[config.mk]
export PLATFORM = sky130hd
export DESIGN_NAME = cca_readout
export DESIGN_NICKNAME = d
export VERILOG_FILES = /design/src/cca_pkg.sv /design/src/cca_pulse_counter.sv /design/src/cca_readout.sv
export SDC_FILE = /design/constraint.sdc
export NUM_CORES = 1
export LEC_CHECK = 0
export BUFFER_PORTS_ARGS = -buffer_cell sky130_fd_sc_hd__buf_4
export CORE_MARGIN = 2
export CORE_UTILIZATION = 52
export CTS_CLUSTER_SIZE = 25
export DETAILED_ROUTE_END_ITERATION = 12
export PLACE_DENSITY = 0.85
export SYNTH_ARGS = -nofsm -noshare
export SYNTH_HDL_FRONTEND = slang
export SYNTH_SLANG_ARGS = --single-unit
export TNS_END_PERCENT = 20
[constraint.sdc]
create_clock -name aclk -period 3.7 [get_ports aclk]
set_input_delay 0.185 -clock aclk [delete_from_list [all_inputs] [get_ports aclk]]
set_output_delay 0.185 -clock aclk [all_outputs]
set_load 0.01 [all_outputs]
[src/cca_pkg.sv]
package cca_pkg;
  // bus geometry
  localparam int ADDR_W = 8;
  localparam int DATA_W = 32;

  // register indexes; byte address is four times the index
  localparam logic [5:0] IDX_CTRL = 6'h11;
  localparam logic [5:0] IDX_MODE = 6'h12;
  localparam logic [5:0] IDX_HIGH = 6'h13;
  localparam logic [5:0] IDX_LOW = 6'h14;

  // field layouts
  localparam int PRESCL_LSB = 0;
  localparam int PRESCL_W = 2;
  localparam int MODE_W = 2;
  localparam int PDIV_W = 3;

  // reset values
  localparam logic [1:0] PRESCL_RESET = 2'h0;
  localparam logic [7:0] BYTE_RESET = 8'h00;
  localparam logic [PDIV_W-1:0] PDIV_RESET = 3'h0;

  // bus answers
  localparam logic [1:0] RESP_OKAY = 2'h0;
  localparam logic [1:0] RESP_SLVERR = 2'h2;
  localparam logic [1:0] RESP_DECERR = 2'h3;

  // converter a operating modes
  typedef enum logic [1:0] {
    MODE_BUCK = 2'b00,
    MODE_AUTO = 2'b01,
    MODE_BOOST = 2'b10,
    MODE_LDO = 2'b11
  } cca_opmode_t;

  // live counter value, split in bytes
  typedef struct packed {
    logic [7:0] high;
    logic [7:0] low;
  } cca_count_t;

  typedef enum logic {
    RD_IDLE = 1'b0,
    RD_RESP = 1'b1
  } cca_rd_state_t;

  typedef enum logic {
    WR_IDLE = 1'b0,
    WR_RESP = 1'b1
  } cca_wr_state_t;
endpackage

[src/cca_pulse_counter.sv]
`timescale 1ns/1ps
module cca_pulse_counter
  import cca_pkg::*;
(
  // clock and reset
  input wire logic aclk,
  input wire logic aresetn,
  // converter side
  input wire logic pfm_pulse,
  input wire logic [PRESCL_W-1:0] prescaler,
  // readout side
  input wire logic hold,
  output cca_count_t count
);
  logic [PDIV_W-1:0] div_reg;
  logic [PDIV_W-1:0] div_next;
  logic [PDIV_W-1:0] div_limit;
  logic tick;
  cca_count_t count_reg;
  cca_count_t count_next;

  // group of 2**prescaler pulses makes one count
  always_comb
  begin
    div_limit = PDIV_W'((4'h1 << prescaler) - 4'h1);
    div_next = div_reg;
    tick = 1'b0;
    if (pfm_pulse)
    begin
      if (div_reg >= div_limit)
      begin
        div_next = PDIV_RESET;
        tick = 1'b1;
      end
      else
        div_next = div_reg + 3'h1;
    end
    // a count arriving while held is simply dropped
    count_next = count_reg;
    if (tick && !hold)
      count_next = cca_count_t'(count_reg + 16'h0001);
  end

  always_ff @(posedge aclk)
  begin
    if (!aresetn)
    begin
      div_reg <= PDIV_RESET;
      count_reg <= '0;
    end
    else
    begin
      div_reg <= div_next;
      count_reg <= count_next;
    end
  end

  assign count = count_reg;

  a_hold_freezes: assert property (@(posedge aclk) disable iff (!aresetn)
    hold |=> count == $past(count))
    else $error("counter moved while held");

  a_single_prescale: assert property (@(posedge aclk) disable iff (!aresetn)
    pfm_pulse && prescaler == 2'h0 && !hold
    |=> count == cca_count_t'($past(count) + 16'h0001))
    else $error("undivided pulse not counted");

  c_count_lost: cover property (@(posedge aclk) disable iff (!aresetn)
    tick && hold);
endmodule

[src/cca_readout.sv]
// The implementer's own choice: the AXI4-Lite interface to the registers.
`timescale 1ns/1ps
// Overview of operation
// - read-only high byte at 0x13, resets zero
// - each count is prescaled group of pulses
// - value spans high and low byte registers
// - addressing counter bytes holds off counter updates
// - high byte read copies low into shadow
// - low byte read returns shadow value
// - read-only two-bit converter a mode field
module cca_readout
  import cca_pkg::*;
(
  // clock and reset
  input wire logic aclk,
  input wire logic aresetn,
  // write address channel
  input wire logic awvalid,
  output logic awready,
  input wire logic [ADDR_W-1:0] awaddr,
  input wire logic [2:0] awprot,
  // write data channel
  input wire logic wvalid,
  output logic wready,
  input wire logic [DATA_W-1:0] wdata,
  input wire logic [3:0] wstrb,
  // write response channel
  output logic bvalid,
  input wire logic bready,
  output logic [1:0] bresp,
  // read address channel
  input wire logic arvalid,
  output logic arready,
  input wire logic [ADDR_W-1:0] araddr,
  input wire logic [2:0] arprot,
  // read data channel
  output logic rvalid,
  input wire logic rready,
  output logic [DATA_W-1:0] rdata,
  output logic [1:0] rresp,
  // converter a side
  input wire logic pfm_pulse,
  input wire cca_opmode_t converter_a_mode
);
  cca_count_t count;
  logic cnt_hold;

  // read channel state
  cca_rd_state_t rd_state_reg;
  cca_rd_state_t rd_state_next;
  logic [DATA_W-1:0] rdata_reg;
  logic [DATA_W-1:0] rdata_next;
  logic [1:0] rresp_reg;
  logic [1:0] rresp_next;
  logic rd_cnt_reg;
  logic rd_cnt_next;
  logic [7:0] shadow_reg;
  logic [7:0] shadow_next;
  logic ar_hs;
  logic [5:0] ar_idx;
  logic ar_cnt_hit;

  // write channel state
  cca_wr_state_t wr_state_reg;
  cca_wr_state_t wr_state_next;
  logic aw_got_reg;
  logic aw_got_next;
  logic w_got_reg;
  logic w_got_next;
  logic [ADDR_W-1:0] awaddr_reg;
  logic [ADDR_W-1:0] awaddr_next;
  logic [DATA_W-1:0] wdata_reg;
  logic [DATA_W-1:0] wdata_next;
  logic [3:0] wstrb_reg;
  logic [3:0] wstrb_next;
  logic [1:0] bresp_reg;
  logic [1:0] bresp_next;
  logic [PRESCL_W-1:0] prescl_reg;
  logic [PRESCL_W-1:0] prescl_next;
  logic aw_hs;
  logic w_hs;
  logic aw_have;
  logic w_have;
  logic [ADDR_W-1:0] wr_addr;
  logic [DATA_W-1:0] wr_data;
  logic [3:0] wr_strb;

  cca_pulse_counter u_counter (
    .aclk(aclk),
    .aresetn(aresetn),
    .pfm_pulse(pfm_pulse),
    .prescaler(prescl_reg),
    .hold(cnt_hold),
    .count(count)
  );

  // read address decode; low two address bits ignored
  assign arready = (rd_state_reg == RD_IDLE);
  assign ar_hs = arvalid && arready;
  assign ar_idx = araddr[ADDR_W-1:2];
  assign ar_cnt_hit = (ar_idx == IDX_HIGH) || (ar_idx == IDX_LOW);

  // held from the moment the address is accepted until the data is taken,
  // so a lingering host costs counts
  assign cnt_hold = (arvalid && arready && ar_cnt_hit) || rd_cnt_reg;

  // read path next state
  always_comb
  begin
    rd_state_next = rd_state_reg;
    rdata_next = rdata_reg;
    rresp_next = rresp_reg;
    rd_cnt_next = rd_cnt_reg;
    shadow_next = shadow_reg;
    unique case (rd_state_reg)
      RD_IDLE:
      begin
        if (ar_hs)
        begin
          rd_state_next = RD_RESP;
          rd_cnt_next = ar_cnt_hit;
          rresp_next = RESP_OKAY;
          rdata_next = '0;
          if (ar_idx == IDX_HIGH)
          begin
            rdata_next = {24'h000000, count.high};
            shadow_next = count.low;
          end
          else if (ar_idx == IDX_LOW)
            rdata_next = {24'h000000, shadow_reg};
          else if (ar_idx == IDX_MODE)
            rdata_next = {30'h0, converter_a_mode};
          else if (ar_idx == IDX_CTRL)
            rdata_next = {30'h0, prescl_reg};
          else
            rresp_next = RESP_DECERR;
        end
      end
      RD_RESP:
      begin
        if (rready)
        begin
          rd_state_next = RD_IDLE;
          rd_cnt_next = 1'b0;
        end
      end
    endcase
  end

  always_ff @(posedge aclk)
  begin
    if (!aresetn)
    begin
      rd_state_reg <= RD_IDLE;
      rdata_reg <= '0;
      rresp_reg <= RESP_OKAY;
      rd_cnt_reg <= 1'b0;
      shadow_reg <= BYTE_RESET;
    end
    else
    begin
      rd_state_reg <= rd_state_next;
      rdata_reg <= rdata_next;
      rresp_reg <= rresp_next;
      rd_cnt_reg <= rd_cnt_next;
      shadow_reg <= shadow_next;
    end
  end

  assign rvalid = (rd_state_reg == RD_RESP);
  assign rdata = rdata_reg;
  assign rresp = rresp_reg;

  // write side: address and data taken in either order
  assign awready = (wr_state_reg == WR_IDLE) && !aw_got_reg;
  assign wready = (wr_state_reg == WR_IDLE) && !w_got_reg;
  assign aw_hs = awvalid && awready;
  assign w_hs = wvalid && wready;
  assign aw_have = aw_got_reg || aw_hs;
  assign w_have = w_got_reg || w_hs;
  assign wr_addr = aw_got_reg ? awaddr_reg : awaddr;
  assign wr_data = w_got_reg ? wdata_reg : wdata;
  assign wr_strb = w_got_reg ? wstrb_reg : wstrb;

  // write path next state; only the control register takes data
  always_comb
  begin
    wr_state_next = wr_state_reg;
    aw_got_next = aw_got_reg;
    w_got_next = w_got_reg;
    awaddr_next = awaddr_reg;
    wdata_next = wdata_reg;
    wstrb_next = wstrb_reg;
    bresp_next = bresp_reg;
    prescl_next = prescl_reg;
    unique case (wr_state_reg)
      WR_IDLE:
      begin
        if (aw_hs)
        begin
          aw_got_next = 1'b1;
          awaddr_next = awaddr;
        end
        if (w_hs)
        begin
          w_got_next = 1'b1;
          wdata_next = wdata;
          wstrb_next = wstrb;
        end
        if (aw_have && w_have)
        begin
          wr_state_next = WR_RESP;
          if (wr_addr[ADDR_W-1:2] == IDX_CTRL)
          begin
            bresp_next = RESP_OKAY;
            if (wr_strb[0])
              prescl_next = wr_data[PRESCL_LSB +: PRESCL_W];
          end
          else if (wr_addr[ADDR_W-1:2] == IDX_MODE
                   || wr_addr[ADDR_W-1:2] == IDX_HIGH
                   || wr_addr[ADDR_W-1:2] == IDX_LOW)
            bresp_next = RESP_SLVERR; // read-only, value untouched
          else
            bresp_next = RESP_DECERR;
        end
      end
      WR_RESP:
      begin
        if (bready)
        begin
          wr_state_next = WR_IDLE;
          aw_got_next = 1'b0;
          w_got_next = 1'b0;
        end
      end
    endcase
  end

  always_ff @(posedge aclk)
  begin
    if (!aresetn)
    begin
      wr_state_reg <= WR_IDLE;
      aw_got_reg <= 1'b0;
      w_got_reg <= 1'b0;
      awaddr_reg <= '0;
      wdata_reg <= '0;
      wstrb_reg <= 4'h0;
      bresp_reg <= RESP_OKAY;
      prescl_reg <= PRESCL_RESET;
    end
    else
    begin
      wr_state_reg <= wr_state_next;
      aw_got_reg <= aw_got_next;
      w_got_reg <= w_got_next;
      awaddr_reg <= awaddr_next;
      wdata_reg <= wdata_next;
      wstrb_reg <= wstrb_next;
      bresp_reg <= bresp_next;
      prescl_reg <= prescl_next;
    end
  end

  assign bvalid = (wr_state_reg == WR_RESP);
  assign bresp = bresp_reg;

  // checks on the readout behaviour
  a_high_byte_read: assert property (@(posedge aclk) disable iff (!aresetn)
    ar_hs && ar_idx == IDX_HIGH
    |=> rvalid && rdata == {24'h000000, $past(count.high)})
    else $error("high byte read wrong");

  a_shadow_copy: assert property (@(posedge aclk) disable iff (!aresetn)
    ar_hs && ar_idx == IDX_HIGH |=> shadow_reg == $past(count.low))
    else $error("shadow not loaded on high read");

  a_low_from_shadow: assert property (@(posedge aclk) disable iff (!aresetn)
    ar_hs && ar_idx == IDX_LOW |=> rdata == {24'h000000, $past(shadow_reg)})
    else $error("low read not from shadow");

  a_pair_coherent: assert property (@(posedge aclk) disable iff (!aresetn)
    ar_hs && ar_idx == IDX_HIGH |=> count == $past(count))
    else $error("counter moved during high read");

  a_hold_active: assert property (@(posedge aclk) disable iff (!aresetn)
    rvalid && rd_cnt_reg |=> $stable(count))
    else $error("hold dropped during counter read");

  a_mode_read: assert property (@(posedge aclk) disable iff (!aresetn)
    ar_hs && ar_idx == IDX_MODE |=> rdata == {30'h0, $past(converter_a_mode)})
    else $error("mode read wrong");

  a_prescl_write: assert property (@(posedge aclk) disable iff (!aresetn)
    wr_state_reg == WR_IDLE && aw_have && w_have && wr_addr[ADDR_W-1:2] == IDX_CTRL
    && wr_strb[0] |=> prescl_reg == $past(wr_data[PRESCL_LSB +: PRESCL_W]) && bvalid)
    else $error("prescaler write lost");

  a_rdata_stable: assert property (@(posedge aclk) disable iff (!aresetn)
    rvalid && !rready |=> rvalid && $stable(rdata))
    else $error("read data changed before taken");

  c_coherent_pair: cover property (@(posedge aclk) disable iff (!aresetn)
    ar_hs && ar_idx == IDX_HIGH ##[1:20] ar_hs && ar_idx == IDX_LOW);
  c_write_ctrl: cover property (@(posedge aclk) disable iff (!aresetn)
    bvalid && bready && bresp == RESP_OKAY);
  c_stalled_read: cover property (@(posedge aclk) disable iff (!aresetn)
    rvalid && rd_cnt_reg && !rready [* 3]);
endmodule

Word level (Yosys, flattened, before mapping)
Cells that the tools add are included.
{"block": "totals", "input_bits": 68, "output_inout_bits": 41, "register_bits": 81}
{"block": "op_classes", "bitwise_logic": 2, "n_addsub": 3, "n_lt_le_gt_ge": 1, "muxes": 30, "n_eq_ne": 13, "shift": 1, "n_reduce_logical": 26}
{"op": "6-bit by 5-bit == test with 1-bit output, second input constant", "n": 8}
{"op": "8-bit 2-to-1 mux", "n": 3}
{"op": "16-bit by 1-bit adder with 16-bit output, second input constant", "n": 1}
{"op": "2-bit 2-to-1 mux", "n": 8}
{"op": "2-bit AND reduction", "n": 7}
{"op": "1-bit 2-to-1 mux", "n": 13}
{"op": "1-bit case mux with 2 select lines", "n": 5}
{"op": "1-bit logical AND", "n": 8}
{"op": "2-bit != test, second input constant", "n": 4}
{"op": "1-bit logical OR", "n": 6}
{"op": "4-bit AND reduction", "n": 1}
{"op": "3-bit by 1-bit adder with 3-bit output, second input constant", "n": 1}
{"op": "3-bit >= comparator", "n": 1}
{"op": "1-bit zero test", "n": 3}
{"op": "3-bit 2-to-1 mux", "n": 1}
{"op": "3-bit AND reduction", "n": 1}
{"op": "1-bit by 2-bit left shift with 3-bit output, first input constant", "n": 1}
{"op": "3-bit by 1-bit subtractor with 3-bit output, second input constant", "n": 1}
{"op": "2-bit by 1-bit != test with 1-bit output, second input constant", "n": 1}
{"op": "1-bit NOT", "n": 2}

Longest topological paths before layout
{"block": "depth", "ltp_word": 7, "depth_mapped": 7}

By module
A second synthesis with hierarchy kept.
{"block": "hier_totals", "hier_cells": 315, "area_unflattened_um2": 2862.7}
{"mod": "cca_readout", "cells_each": 193, "n_inst": 1, "area_each_um2": 1793.0}
{"mod": "cca_pulse_counter", "cells_each": 122, "n_inst": 1, "area_each_um2": 1069.8}

Worst setup path before layout
No wires, ideal clock.
{"block": "synth_path", "path_type": "flip-flop to flip-flop", "from": "register prescl_reg[0]", "to": "register u_counter.count_reg (netlist bit u_counter.count[5])", "setup_time_ns": 0.070, "n_path_buf": 0, "t_arrival_ns": 1.921, "stages_incl_launch_ff": 8, "slack_ns": 1.709, "t_required_ns": 3.630, "cell_sequence": "dfxtp_1 -> or2_2 -> ha_1 -> nor2b_1 -> o21ai_2 -> nand3_4 -> or4_1 -> a21oi_1"}
{"block": "synth_between", "elab_chain_cells": 6}
{"item": "from (decl)", "line_no": "cca_readout.sv:78", "source": "logic [PRESCL_W-1:0] prescl_reg;"}
{"item": "from (signal assigned)", "line_no": "cca_readout.sv:261", "source": "prescl_reg <= prescl_next;"}
{"item": "1-bit by 2-bit left shift with 3-bit output", "line_no": "cca_pulse_counter.sv:25", "source": "div_limit = PDIV_W'((4'h1 << prescaler) - 4'h1);"}
{"item": "3-bit by 1-bit subtractor with 3-bit output", "line_no": "cca_pulse_counter.sv:25"}
{"item": "3-bit >= comparator", "line_no": "cca_pulse_counter.sv:30", "source": "if (div_reg >= div_limit)"}
{"item": "1-bit 2-to-1 mux", "line_no": "cca_pulse_counter.sv:30"}
{"item": "1-bit 2-to-1 mux", "line_no": "cca_pulse_counter.sv:28", "source": "if (pfm_pulse)"}
{"item": "1-bit logical AND", "line_no": "cca_pulse_counter.sv:40", "source": "if (tick && !hold)"}
{"item": "to (signal assigned)", "line_no": "cca_pulse_counter.sv:54", "source": "count_reg <= count_next;"}
{"item": "to (decl)", "line_no": "cca_pulse_counter.sv:19", "source": "cca_count_t count_reg;"}
Every way passes these cells.
A chain may end at the register's enable or synchronous reset.

Final worst setup path
{"block": "layout_path", "from": "register prescl_reg[0]", "to": "register u_counter.count_reg (netlist bit u_counter.count[9])"}
Same word-level chain as after synthesis.

==> impl_metrics.env <==
export IMPL_place_ws_ns=1.48
export IMPL_async_flop_share_pct=0
export IMPL_relSlewSlack_pct=56.6
export IMPL_hold_class="in2reg"
export IMPL_ir_worst_vdd_mv=0.308
export IMPL_p_per_area_nw_per_um2=396
export IMPL_start_kind="flop"
export IMPL_cp_max_fo=10
export IMPL_timing_rr_end="u_counter.count[9]$_SDFFE_PN0P_"
export IMPL_clk_latency_ns=0.31
export IMPL_place_inst=409
export IMPL_syn_inst=307
export IMPL_worst_pin_slew_ns=0.650
export IMPL_die_w_um=75.9
export IMPL_synth_top_family_by_area="simple AND/OR/NAND/NOR gates"
export IMPL_seq_area_frac_synth_pct=40.2
export IMPL_p_leak_nw=1.21
export IMPL_synth_compound_area_share_pct=11.4
export IMPL_rr_startpoint="prescl_reg[0]$_SDFFE_PN0P_"
export IMPL_core_um2=5040
export IMPL_hold_end="awaddr_reg[4]$_SDFFE_PN0P_"
export IMPL_ys_ff_latch=54
export IMPL_p_comb_share_pct=11.6
export IMPL_postCtsSetupRepairBufs=0
export IMPL_grt_max_degree=39
export IMPL_drt_iter0_drc=190
export IMPL_drtPass1Iterations=4
export IMPL_tns_ns=0
export IMPL_switching_power_w=0.000291
export IMPL_layout_min_cycle_time_ns=2.25
export IMPL_netlist_area_leader_share_pct=40.2
export IMPL_syn_area_per_cell_um2=8.77
export IMPL_place_congestion=0.778
export IMPL_final_setup_skew_ns=0.00826
export IMPL_worstHoldStart="awaddr[4]"
export IMPL_clock_sinks=54
export IMPL_cts_buffer_depth=2
export IMPL_clk_pin_slew_ns=0.10
export IMPL_synthFlopType="dfxtp_1"
export IMPL_final_max_slew_violation_count=0
export IMPL_portBuffers=41
export IMPL_hold_violations=0
export IMPL_p_clk_share_pct=38.0
export IMPL_synth_top_area_cell="dfxtp_1"
export IMPL_holdPathStages=3
export IMPL_grt_pass1_vias=1955
export IMPL_worst_setup_path_end_kind="flop"
export IMPL_rsz0062_at_grt="no"
export IMPL_hpwl_um=3790
export IMPL_cp_required_ns=3.95
export IMPL_synth_xor_area_share_pct=2.93
export IMPL_cts_buffers_inserted=5
export IMPL_yosys_area_share_simple_pct=22.8
export IMPL_dr_total_vias=2165
export IMPL_outcome="complete, no violations"
export IMPL_start_util_pct=53.4
export IMPL_synth_adder_area_share_pct=2.32
export IMPL_drt_wirelength_per_cell_um=12.5
export IMPL_maxCapViolations=0
export IMPL_fmax_mhz=444
export IMPL_viasPerCell=5.19
export IMPL_area_delta_synth_final_pct=15.1
export IMPL_antenna_cells=0
export IMPL_synth_edff_count=0
export IMPL_fin_ws_ns=1.45
export IMPL_rrSetupSlack_ns=1.45
export IMPL_hold_buffers=0
export IMPL_cts_tree="done"
export IMPL_drc=0
export IMPL_dieArea_um2=5770
export IMPL_grt_pass1_wl_um=8740
export IMPL_synth_area_um2=2690
export IMPL_drt_wl_total_um=5200
export IMPL_cp_arrival_ns=2.50
export IMPL_ant_nets=0
export IMPL_reg2reg_depth=7
export IMPL_p_seq_share_pct=50.4
export IMPL_ys_warn_count=0
export IMPL_setup_viol=0
export IMPL_io_pins=109
export IMPL_grt_use_total_pct=18.4
export IMPL_htreeDepth=2
export IMPL_instances_no_fill=417
export IMPL_ctsRootBufferMaster="clkbuf_8"
export IMPL_fillers=421
export IMPL_grt_ovfl_total=0
export IMPL_antenna_found_initial=0
export IMPL_p_int_w=0.000935
export IMPL_drive_gt1_share_pct=17.3
export IMPL_timing_final_crit_share_pct=60.9
export IMPL_die_h_um=75.9
export IMPL_ys_types=44
export IMPL_rows=26
export IMPL_yosys_top_cells_area="dfxtp_1 (40%), mux2i_1 (10%), buf_4 (7.0%)"
export IMPL_swShare_pct=23.8
export IMPL_largest_reg_flops=16
export IMPL_critical_path_class="reg2reg"
export IMPL_nets=419
export IMPL_cts_resized=0
export IMPL_yosys_mux_area_fraction_pct=11.3
[how the worst max path moves through the flow]
stage,from,end,slack (ns),cells past startpoint
after detailed placement,prescl_reg[0]$_SDFFE_PN0P_,u_counter.count[11]$_SDFFE_PN0P_,1.48,7
final,prescl_reg[0]$_SDFFE_PN0P_,u_counter.count[9]$_SDFFE_PN0P_,1.45,7
after CTS,prescl_reg[0]$_SDFFE_PN0P_,u_counter.count[11]$_SDFFE_PN0P_,1.46,7
after floorplan,prescl_reg[0]$_SDFFE_PN0P_,u_counter.count[5]$_SDFFE_PN0P_,1.71,7
after global routing,prescl_reg[0]$_SDFFE_PN0P_,u_counter.count[15]$_SDFFE_PN0P_,1.28,7
after global placement,prescl_reg[0]$_SDFFE_PN0P_,u_counter.count[15]$_SDFFE_PN0P_,1.56,7
[cells in the mapped netlist, types with 2 or more instances]
master and count:
o21ai_0 20, and3b_1 2, or3_1 9, mux2i_1 28
xor2_1 3, o31ai_1 2, nor2_1 40, a211oi_1 3
mux2_2 2, and2_1 3, buf_1 2, nor2b_1 9
nand3_1 9, ha_1 5, dfxtp_1 54, xnor2_1 6
a21oi_1 21, buf_2 2, nand4_1 5, inv_1 6
clkbuf_1 4, buf_4 25, nand3b_1 2, nand2_1 21
nor3b_1 4, a22oi_1 2
[area by class of cell]
type                       instances  area, µm²  share of cell area (%)
clock buffer                       5       68.8                    2.22
clock inverter                     3       68.8                    2.22
multi-input combinational        237       1450                    46.9
sequential                        54       1080                    34.9
inverter                           6       22.5                   0.727
tap                               70       87.6                    2.83
timing repair buffer              42        315                    10.2
[cell usage in the layout (no fill, tap or decap), drive strengths merged, types with 5 or more instances in the layout]
cell,synthesis,final
buf,29,42
o21ai,22,22
a21oi,21,21
inv,6,6
nor3b,5,5
ha,5,5
nand3,10,10
xnor2,6,6
nor2,41,41
dfxtp,54,54
clkbuf,4,5
mux2i,28,28
nor2b,9,9
nand4,5,5
nand2,21,21
or3,9,9
conb,1,24
[power groups by stage]
stage | registers (W) | clock network (W) | logic (W)
after global placement | 0.000630 | 0 | 0.000138
after global routing | 0.000622 | 0.000501 | 0.000157
final | 0.000618 | 0.000466 | 0.000142
after floorplan | 0.000626 | 0 | 0.000112
after detailed placement | 0.000631 | 0 | 0.000142
after CTS | 0.000618 | 0.000474 | 0.000142
[worst max-delay path: stages (launching register included)]
cell	delay, ns
dfxtp_1	0.35
or2_2	0.30
ha_1	0.28
nor2b_1	0.05
o21ai_2	0.34
nand3_1	0.34
or3_1	0.40
a21oi_1	0.14
[cells by family (layout without fill, tap and decap cells)]
| group | Yosys count | in the layout |
|---|---|---|
| DFF | 54 | 54 |
| xor gates and xnor gates | 9 | 9 |
| other | 1 | 24 |
| AOI/OAI and AO/OA | 53 | 53 |
| adders and majority gates | 5 | 5 |
| muxes | 30 | 30 |
| buffers and inverters | 39 | 56 |
| and+or+nand+nor | 116 | 116 |
[metrics by stage]
step	hold WS [ns]	instance area [µm²]	power (W)	utilization [%]
floorplan	0.332	2780	0.000738	-
global placement	0.428	2960	0.000768	58.7
detailed placement	0.441	2960	0.000773	58.7
CTS	0.121	3100	0.00123	61.4
global route	0.125	3100	0.00128	61.4
finish	0.119	3100	0.00123	61.4
[routing by layer]
layer  global-route usage [%]  routed length, µm  vias up
met2                     30.6               2490       74
met5                        0                  0        -
met3                     4.40                271       15
met4                     9.45                146        0
met1                     22.3               2300      986
li1                         -                  -     1090
No activity file was read; power rests on OpenSTA's default activity.
